File: src/core/spcd_pkg.sv
// Constants shared by the serial port control decode block.
// Assumes a 32-bit APB register bus and six serial ports behind it.
`default_nettype none
package spcd_pkg;
	// ==========================================================
	// Register indices; byte address is four times the index
	localparam logic [11:0] IDX_CTL0     = 12'h0c00;
	localparam logic [11:0] IDX_CTL1     = 12'h0c01;
	localparam logic [11:0] IDX_CTL2     = 12'h0400;
	localparam logic [11:0] IDX_CTL3     = 12'h0401;
	localparam logic [11:0] IDX_CTL4     = 12'h0800;
	localparam logic [11:0] IDX_CTL5     = 12'h0801;
	localparam logic [11:0] IDX_MC_EN    = 12'h0000;
	// ==========================================================
	// Reset values and storage masks
	localparam logic [31:0] CTL_RESET    = 32'h0000_0000;
	localparam logic [31:0] CTL_WR_MASK  = 32'h020f_ffff;
	localparam logic [11:0] MC_RESET     = 12'h000;
	// ==========================================================
	// Control word field positions
	localparam int B_ENABLE      = 0;
	localparam int B_FMT_LO      = 1;
	localparam int B_BIT_ORDER   = 3;
	localparam int B_LEN_LO      = 4;
	localparam int B_PACK        = 9;
	localparam int B_CLOCK       = 10;
	localparam int B_FAMILY      = 11;
	localparam int B_EDGE        = 12;
	localparam int B_SYNC_REQ    = 13;
	localparam int B_SYNC_INT    = 14;
	localparam int B_SYNC_INDEP  = 15;
	localparam int B_POLARITY    = 16;
	localparam int B_LATE        = 17;
	localparam int B_DMA         = 18;
	localparam int B_CHAIN       = 19;
	localparam int B_DIRECTION   = 25;
	localparam int B_ERROR       = 29;
	localparam int B_STATUS_LO   = 30;
	// ==========================================================
	// Length limits, as word length minus one
	localparam logic [4:0] LEN_MIN_SERIAL = 5'h02;
	localparam logic [4:0] LEN_MIN_AUDIO  = 5'h07;
	// ==========================================================
	// Buffer status codes and the fill level that counts as full
	localparam logic [1:0] STAT_EMPTY   = 2'h0;
	localparam logic [1:0] STAT_PARTIAL = 2'h2;
	localparam logic [1:0] STAT_FULL    = 2'h3;
	localparam logic [1:0] FILL_FULL    = 2'h2;
endpackage
`default_nettype wire

File: src/core/spcd_decode.sv
// Six serial port control registers on APB, their mode decode, and
// per-port buffer status and sticky overflow/underflow detection.
// Assumes buffer fill levels come from logic on ref_clk and that the
// serial clocks are asynchronous pins sampled here.
`default_nettype none
module spcd_decode #(
	parameter int NP = 6
) (
	input  wire logic              ref_clk,
	input  wire logic              sys_rst,
	input  wire logic              psel,
	input  wire logic              penable,
	input  wire logic              pwrite,
	input  wire logic [13:0]       paddr,
	input  wire logic [31:0]       pwdata,
	output logic                   pready,
	output logic      [31:0]       prdata,
	output logic                   pslverr,
	input  wire logic [NP-1:0]     link_sclk,
	input  wire logic [2*NP-1:0]   buffer_fill,
	output logic      [NP-1:0]     mode_standard,
	output logic      [NP-1:0]     mode_i2s,
	output logic      [NP-1:0]     mode_left_just,
	output logic      [NP-1:0]     mode_multi_a,
	output logic      [NP-1:0]     mode_multi_b,
	output logic      [NP-1:0]     length_legal,
	output logic      [NP-1:0]     channel_a_enable,
	output logic      [2*NP-1:0]   data_format_select,
	output logic      [NP-1:0]     bit_order_select,
	output logic      [5*NP-1:0]   word_length_field,
	output logic      [NP-1:0]     pack_enable,
	output logic      [NP-1:0]     internal_clock_select,
	output logic      [NP-1:0]     master_select,
	output logic      [NP-1:0]     sample_edge_select,
	output logic      [NP-1:0]     sync_required_select,
	output logic      [NP-1:0]     internal_sync_select,
	output logic      [NP-1:0]     data_independent_sync,
	output logic      [NP-1:0]     sync_polarity_select,
	output logic      [NP-1:0]     channel_order_select,
	output logic      [NP-1:0]     late_sync_select,
	output logic      [NP-1:0]     channel_a_dma_enable,
	output logic      [NP-1:0]     channel_a_chain_enable,
	output logic      [NP-1:0]     direction_select,
	output logic      [2*NP-1:0]   channel_a_buffer_state,
	output logic      [NP-1:0]     channel_a_error_flag
);
	// ==========================================================
	// Register storage
	logic [31:0]     ctl [NP];
	logic [2*NP-1:0] mc_en;
	logic [NP-1:0]   err;
	logic [NP-1:0]   word_end;
	logic [NP-1:0]   sclk_meta;
	logic [NP-1:0]   sclk_sync;
	logic [NP-1:0]   sclk_prev;
	logic [4:0]      bit_cnt [NP];
	logic            hit_ctl;
	logic            hit_mc;
	logic [2:0]      hit_port;
	logic            access_done;
	logic            wr_ctl;

	// ==========================================================
	// Address decode; unaligned or unknown addresses are unmapped
	always_comb
	begin
		hit_ctl  = 1'b0;
		hit_mc   = 1'b0;
		hit_port = 3'd0;
		if (paddr[1:0] != 2'b00)
			hit_ctl = 1'b0;
		else if (paddr[13:2] == spcd_pkg::IDX_CTL0)
			hit_ctl = 1'b1;
		else if (paddr[13:2] == spcd_pkg::IDX_CTL1)
		begin
			hit_ctl  = 1'b1;
			hit_port = 3'd1;
		end
		else if (paddr[13:2] == spcd_pkg::IDX_CTL2)
		begin
			hit_ctl  = 1'b1;
			hit_port = 3'd2;
		end
		else if (paddr[13:2] == spcd_pkg::IDX_CTL3)
		begin
			hit_ctl  = 1'b1;
			hit_port = 3'd3;
		end
		else if (paddr[13:2] == spcd_pkg::IDX_CTL4)
		begin
			hit_ctl  = 1'b1;
			hit_port = 3'd4;
		end
		else if (paddr[13:2] == spcd_pkg::IDX_CTL5)
		begin
			hit_ctl  = 1'b1;
			hit_port = 3'd5;
		end
		else if (paddr[13:2] == spcd_pkg::IDX_MC_EN)
			hit_mc = 1'b1;
	end

	// Transfer completes at the edge that samples pready high
	assign access_done = psel & penable & pready;
	assign wr_ctl      = access_done & pwrite & hit_ctl;

	// ==========================================================
	// APB answer: one wait state, registered data and error
	always_ff @(posedge ref_clk)
	begin
		if (sys_rst)
		begin
			pready  <= 1'b0;
			prdata  <= 32'h0000_0000;
			pslverr <= 1'b0;
		end
		else
		begin
			pready  <= psel & penable & ~pready;
			pslverr <= psel & penable & ~pready & ~(hit_ctl | hit_mc);
			if (psel & penable & ~pready & ~pwrite & hit_ctl)
				prdata <= (ctl[hit_port] & spcd_pkg::CTL_WR_MASK)
					| ({31'h0000_0000, err[hit_port]} << spcd_pkg::B_ERROR)
					| ({30'h0000_0000, channel_a_buffer_state[2*hit_port +: 2]}
						<< spcd_pkg::B_STATUS_LO);
			else if (psel & penable & ~pready & ~pwrite & hit_mc)
				prdata <= {{(32-2*NP){1'b0}}, mc_en};
			else
				prdata <= 32'h0000_0000;
		end
	end

	// ==========================================================
	// Control registers; status and error fields are never stored
	always_ff @(posedge ref_clk)
	begin
		if (sys_rst)
		begin
			for (int p = 0; p < NP; p++)
				ctl[p] <= spcd_pkg::CTL_RESET;
			mc_en <= spcd_pkg::MC_RESET[2*NP-1:0];
		end
		else
		begin
			if (wr_ctl)
				ctl[hit_port] <= pwdata & spcd_pkg::CTL_WR_MASK;
			if (access_done & pwrite & hit_mc)
				mc_en <= pwdata[2*NP-1:0];
		end
	end

	// ==========================================================
	// Mode decode; bits that are reserved in a mode drive zero
	always_ff @(posedge ref_clk)
	begin
		if (sys_rst)
		begin
			mode_standard          <= '0;
			mode_i2s               <= '0;
			mode_left_just         <= '0;
			mode_multi_a           <= '0;
			mode_multi_b           <= '0;
			length_legal           <= '0;
			channel_a_enable       <= '0;
			data_format_select     <= '0;
			bit_order_select       <= '0;
			word_length_field      <= '0;
			pack_enable            <= '0;
			internal_clock_select  <= '0;
			master_select          <= '0;
			sample_edge_select     <= '0;
			sync_required_select   <= '0;
			internal_sync_select   <= '0;
			data_independent_sync  <= '0;
			sync_polarity_select   <= '0;
			channel_order_select   <= '0;
			late_sync_select       <= '0;
			channel_a_dma_enable   <= '0;
			channel_a_chain_enable <= '0;
			direction_select       <= '0;
		end
		else
		begin
			for (int p = 0; p < NP; p++)
			begin
				logic fam;
				logic late;
				logic mc;
				logic std;
				logic [4:0] len;
				fam  = ctl[p][spcd_pkg::B_FAMILY];
				late = ctl[p][spcd_pkg::B_LATE];
				mc   = ~fam & ~late & (mc_en[2*p] | mc_en[2*p+1]);
				std  = ~fam & ~(mc_en[2*p] | mc_en[2*p+1]);
				len  = ctl[p][spcd_pkg::B_LEN_LO +: 5];
				mode_standard[p]  <= std;
				mode_i2s[p]       <= fam & ~late;
				mode_left_just[p] <= fam & late;
				mode_multi_a[p]   <= mc & mc_en[2*p];
				mode_multi_b[p]   <= mc & mc_en[2*p+1];
				length_legal[p]   <= fam ? (len >= spcd_pkg::LEN_MIN_AUDIO)
					: (len >= spcd_pkg::LEN_MIN_SERIAL);
				word_length_field[5*p +: 5] <= len;
				channel_a_enable[p] <= ctl[p][spcd_pkg::B_ENABLE] & ~mc;
				data_format_select[2*p +: 2] <= ctl[p][spcd_pkg::B_FMT_LO +: 2];
				bit_order_select[p] <= ctl[p][spcd_pkg::B_BIT_ORDER] & ~fam;
				pack_enable[p] <= ctl[p][spcd_pkg::B_PACK];
				internal_clock_select[p] <= ctl[p][spcd_pkg::B_CLOCK] & ~fam;
				master_select[p]         <= ctl[p][spcd_pkg::B_CLOCK] & fam;
				sample_edge_select[p] <= ctl[p][spcd_pkg::B_EDGE] & ~fam;
				sync_required_select[p] <= ctl[p][spcd_pkg::B_SYNC_REQ] & std;
				internal_sync_select[p] <= ctl[p][spcd_pkg::B_SYNC_INT] & std;
				data_independent_sync[p] <= ctl[p][spcd_pkg::B_SYNC_INDEP] & ~mc;
				sync_polarity_select[p] <= ctl[p][spcd_pkg::B_POLARITY] & ~fam;
				channel_order_select[p] <= ctl[p][spcd_pkg::B_POLARITY] & fam;
				late_sync_select[p] <= late & ~mc;
				channel_a_dma_enable[p]   <= ctl[p][spcd_pkg::B_DMA];
				channel_a_chain_enable[p] <= ctl[p][spcd_pkg::B_CHAIN];
				direction_select[p]       <= ctl[p][spcd_pkg::B_DIRECTION] & ~mc;
			end
		end
	end

	// ==========================================================
	// Serial clock sampling; edges are found by comparing the second and third stages
	always_ff @(posedge ref_clk)
	begin
		if (sys_rst)
		begin
			sclk_meta <= '0;
			sclk_sync <= '0;
			sclk_prev <= '0;
		end
		else
		begin
			sclk_meta <= link_sclk;
			sclk_sync <= sclk_meta;
			sclk_prev <= sclk_sync;
		end
	end

	// Word boundary: last bit sampled on the selected edge
	always_comb
	begin
		for (int p = 0; p < NP; p++)
			word_end[p] = (sclk_sync[p] != sclk_prev[p])
				& (sclk_sync[p] == sample_edge_select[p])
				& channel_a_enable[p]
				& (bit_cnt[p] == word_length_field[5*p +: 5]);
	end

	// ==========================================================
	// Bit counters; a port being disabled restarts its word
	always_ff @(posedge ref_clk)
	begin
		for (int p = 0; p < NP; p++)
		begin
			if (sys_rst | ~channel_a_enable[p])
				bit_cnt[p] <= 5'd0;
			else if (word_end[p])
				bit_cnt[p] <= 5'd0;
			else if ((sclk_sync[p] != sclk_prev[p])
				& (sclk_sync[p] == sample_edge_select[p]))
				bit_cnt[p] <= bit_cnt[p] + 5'd1;
		end
	end

	// ==========================================================
	// Buffer status and sticky error; a new error beats the clear
	always_ff @(posedge ref_clk)
	begin
		if (sys_rst)
		begin
			channel_a_buffer_state <= '0;
			err                    <= '0;
			channel_a_error_flag   <= '0;
		end
		else
		begin
			for (int p = 0; p < NP; p++)
			begin
				logic set;
				set = word_end[p] & (direction_select[p]
					? (buffer_fill[2*p +: 2] == 2'd0)
					: (buffer_fill[2*p +: 2] >= spcd_pkg::FILL_FULL));
				if (buffer_fill[2*p +: 2] == 2'd0)
					channel_a_buffer_state[2*p +: 2] <= spcd_pkg::STAT_EMPTY;
				else if (buffer_fill[2*p +: 2] >= spcd_pkg::FILL_FULL)
					channel_a_buffer_state[2*p +: 2] <= spcd_pkg::STAT_FULL;
				else
					channel_a_buffer_state[2*p +: 2] <= spcd_pkg::STAT_PARTIAL;
				if (set)
					err[p] <= 1'b1;
				else if (wr_ctl & (hit_port == 3'(p)) & ~pwdata[spcd_pkg::B_ENABLE])
					err[p] <= 1'b0;
			end
			channel_a_error_flag <= err;
		end
	end
endmodule
`default_nettype wire

File: config.mk
export PLATFORM = sky130hd
export DESIGN_NAME = spcd_decode
export DESIGN_NICKNAME = d
export VERILOG_FILES = /design/src/core/spcd_pkg.sv /design/src/core/spcd_decode.sv
export SDC_FILE = /design/constraint.sdc
export NUM_CORES = 1
export LEC_CHECK = 0
export ABC_AREA = 0
export BUFFER_PORTS_ARGS = -buffer_cell sky130_fd_sc_hd__buf_2
export CORE_ASPECT_RATIO = 1.1
export CORE_UTILIZATION = 30
export DETAILED_ROUTE_END_ITERATION = 10
export PLACE_DENSITY = 0.47
export SLEW_MARGIN = 15
export SYNTH_ARGS = -nofsm -noshare
export SYNTH_HDL_FRONTEND = slang
export SYNTH_SLANG_ARGS = --single-unit
File: constraint.sdc
create_clock -name ref_clk -period 7.5 [get_ports ref_clk]
set_clock_uncertainty 0.05 [all_clocks]
set_input_delay 1.125 -clock ref_clk [delete_from_list [all_inputs] [get_ports ref_clk]]
set_output_delay 1.125 -clock ref_clk [all_outputs]
set_load 0.03 [all_outputs]
==> flow_summary_export.csv <==
group,metric,value,unit
floorplanning,chipWidth,216,um
pwr,p_seq_frac,0.502,
worst_hold_path,hold_depth,1,
sta,hold_violations,0,
global_route,grt_pass1_wl,70000,um
place,pre_cts_ws,2670,ps
global_route,use_met1,0.252,
global_route,use_met2,0.306,
critical_path,ff2ff_path_depth,5,
pwr,fin_total_pwr,4740,uW
drt,firstDrtPassIters,5,
drt,drc,0,
pwr,switching_share,0.242,
critical_path,crit_path_end_kind,"register",
synth,ys_async_sr_fraction,0,
global_route,grt_max_degree,67,
worst_hold_path,hold_path_end,"sclk_sync[5]$_SDFF_PP0_",
critical_path,cpMaxStageDelayCell,"or2_2",
drt,vias,10221,
clock_tree,insertion_delay,590,ps
critical_path,reg2reg_to,"ctl[3][0]$_SDFFCE_PN0P_",
critical_path,cp.arrival,4400,ps
drt,drt_wl_total,48900,um
critical_path,r2r_start,"pready$_SDFF_PP0_",
sta,tightest_slew,1100,ps
global_route,grt_usage,0.190,
pwr,p_int,3590,uW
pwr,vdd_ir_drop_max,138,uV
global_route,met3_usage,0.0389,
synth,synth_edf_count,156,
critical_path,crit_path_max_fanout,22,
critical_path,worstSetupPathDepth,7,
synth,synth_area_leaders,"dfxtp_1 (33%), edfxtp_1 (31%), and2_1 (8.2%)",
worst_hold_path,hold_start,"sclk_meta[5]$_SDFF_PP0_",
synth,synth_area,0.0150,mm2
layout,design_area,0.0185,mm2
synth,synth_seq_cells,404,
critical_path,crit_path_start,"paddr[11]",
floorplanning,die_area,0.0511,mm2
job,drv_cap,0,
worst_hold_path,holdCritPathClass,"register to register",
place,gp_congestion,0.827,
sta,relSlewSlack,0.263,
floorplanning,die_h,237,um
layout,n_fill_cell,4927,
drt,post_drt_wl_per_cell,22.0,um
pwr,power_frac_comb,0.052,
clock_tree,clkSinkCount,404,
pwr,leakagePower,0.00817,uW
sta,fmax,0.236,GHz
sta,final.setup.worst_slack,3260,ps
pwr,clkPwrFrac,0.445,
global_route,overflow,0,
clock_tree,cts_hold_buf,0,
layout,layout-drive-gt1-share,0.243,
sta,min_period,4240,ps
synth,synth_cells,1263,
synth,yosys_warnings,0,
synth,yosys.cell_types.count,50,
sta,finalSetupViolCount,0,
critical_path,crit_chain,"buf_2 -> or4_4 -> or3_1 -> or4_4 -> nor3_4 -> buf_4 -> or2_2",
synth,synthFlopType,"dfxtp_1",
synth,synth_top_area_frac,0.330,
place,postPlaceCellArea,0.0171,mm2
critical_path,required,7650,ps
pwr,power_density,256,mW/mm2
drt,final_antenna_net_count,0,
layout,area_growth,22.9,%
global_route,antenna_found_initial,0,
clock_tree,post_cts_buffers,0,
critical_path,worst_setup_path_start_kind,"input port",
critical_path,path_delay_family,"simple AND/OR/NAND/NOR gates",
layout,nets,1611,
place,portBuffers,269,
drt,drt_iter0_drc,620,
pwr,power.switching,1150,uW
sta,fin_crit_sh,0.566,
drt,vias_per_cell,4.59,
global_route,first_global_vias,10347,
layout,final_cells,2226,
place,dp_hpwl,33700,um
critical_path,crit_top_cell,"or4_4",
floorplanning,pin_count,289,
place,dp.cells,2141,
critical_path,ff2ff_setup_slack,4320,ps
clock_tree,cts_buffers,45,
clock_tree,cts_resized,0,
clock_tree,h-tree-depth,2,
clock_tree,clock_path_buffers,3,
floorplanning,start_util,0.306,
critical_path,crit_type,"input port to register",
global_route,top_usage_layer,"met2",
floorplanning,std_cell_rows,85,
status,status,"completed",
floorplanning,core_area,0.0492,mm2
sta,drv_slew,0,
sta,rsz0062_at_grt,"false",
synth,syn_area_per_cell,11.9,um2
critical_path,critPathMaxStageDelay,700,ps
sta,fin_setup_tns,0,ps
critical_path,crit_buf_inv,2,
clock_tree,cts_tree,"built",
clock_tree,cts_root_buf,"clkbuf_16",
synth,ys_seq_area_frac,0.641,
clock_tree,path_clk_slew,60,ps
synth,synth_area_leader_cell,"dfxtp_1",
power by group through the flow:
stage	sequential [uW]	combinational (uW)	clock, uW
2_1_floorplan	2470	89.7	0
3_3_place_gp	2430	250	0
3_5_place_dp	2430	252	0
4_1_cts	2380	253	2170
5_1_grt	2390	267	2250
6_report	2380	248	2110
cell families (layout without fill, tap and decap cells):
| kind of cell | Yosys count | count (layout) | share of synthesized area |
|---|---|---|---|
| adder cells (fa/ha/maj) | 6 | 6 | 0.00499 |
| AO/OA/AOI/OAI | 90 | 90 | 0.0403 |
| AND/OR/NAND/NOR | 575 | 575 | 0.217 |
| buffers and inverters | 72 | 375 | 0.0235 |
| multiplexers | 67 | 67 | 0.0447 |
| flip-flops | 404 | 404 | 0.641 |
| XOR/XNOR | 48 | 48 | 0.0279 |
| other | 1 | 9 | 0.000249 |
cells in the mapped netlist (2+ instances only):
library cell and number:
nand3b_1 2, nor3b_1 11, a211o_1 11, nand3_1 24, nand4_1 6, o22ai_1 11, buf_4 8, clkbuf_2 4
nor2_1 82, nor3_1 12, inv_1 3, nor4_1 10, o41ai_1 2, xor2_1 27, or4_1 4, o2bb2ai_1 2
buf_1 8, mux2_2 2, o22a_1 8, and3_1 5, ha_1 6, o31ai_1 7, nor2b_1 123, mux2i_1 65
dfxtp_1 248, nor3_4 2, buf_6 5, clkbuf_1 35, nor4b_1 12, edfxtp_1 156, and2_1 198, buf_2 8
or4_4 3, a2111oi_0 6, nand2_1 70, a21oi_1 21, or3_1 4, xnor2_1 21, a31oi_1 3, o21ai_0 15
or2_2 4
how the worst max path moves through the flow:
stage               slack [ps]                 endpoint
finish                    3260  ctl[3][0]$_SDFFCE_PN0P_
global route              3170  ctl[3][0]$_SDFFCE_PN0P_
CTS                       3280  ctl[3][0]$_SDFFCE_PN0P_
detailed placement        2670  ctl[3][5]$_SDFFCE_PN0P_
global placement          2720  ctl[3][5]$_SDFFCE_PN0P_
floorplan                 2640  ctl[4][0]$_SDFFCE_PN0P_
worst reg2reg max path, delay by kind of cell, from the launching register on:
family	cells	cell delay (ps)
flip-flops	1	360
AND/OR/NAND/NOR	4	2040
buffers and inverters	1	360
cells in the final DEF (no fill, tap or decap), types with 12 or more instances in the layout:
| cell type | n |
|---|---|
| nor4b_1 | 12 |
| xor2_1 | 27 |
| nand2_1 | 70 |
| nor2b_1 | 123 |
| o21ai_0 | 13 |
| clkbuf_16 | 46 |
| and2_1 | 198 |
| a21oi_1 | 21 |
| xnor2_1 | 21 |
| clkinv_2 | 17 |
| mux2i_1 | 65 |
| nand3_1 | 24 |
| nor2_1 | 79 |
| dfxtp_1 | 248 |
| buf_4 | 19 |
| nor3_1 | 12 |
| edfxtp_1 | 156 |
| buf_2 | 268 |
metrics by stage:
stage          hold slack (ps)  utilization
2_1_floorplan              364            -
3_3_place_gp               385        0.347
3_5_place_dp               375        0.347
6_report                   386        0.376
4_1_cts                    387        0.375
5_1_grt                    411        0.375
sequential cells by signal (all words and copies together) (netlist names), 12 cells and up:
name and count:
mc_en 12, word_length_field 30, prdata 24, data_format_select 12
channel_a_buffer_state 12, ctl 126, bit_cnt 30
cell type report:
class                           count  area, um2  area share
Antenna cell                        1       2.50    0.000135
Clock buffer                       59       1250      0.0676
Clock inverter                     25        159     0.00859
Inverter                            4       15.0    0.000812
Multi-Input combinational cell    794       5110       0.277
Sequential cell                   404       9650       0.522
Tap cell                          652        816      0.0441
Timing Repair Buffer              287       1480      0.0803
metal layers:
layer	share of wire	wire length [um]
met5	0	0
met4	0.029	1430
met3	0.058	2840
met2	0.46	22600
met1	0.45	22000
Note: power is estimated with default switching activity, not from simulation.
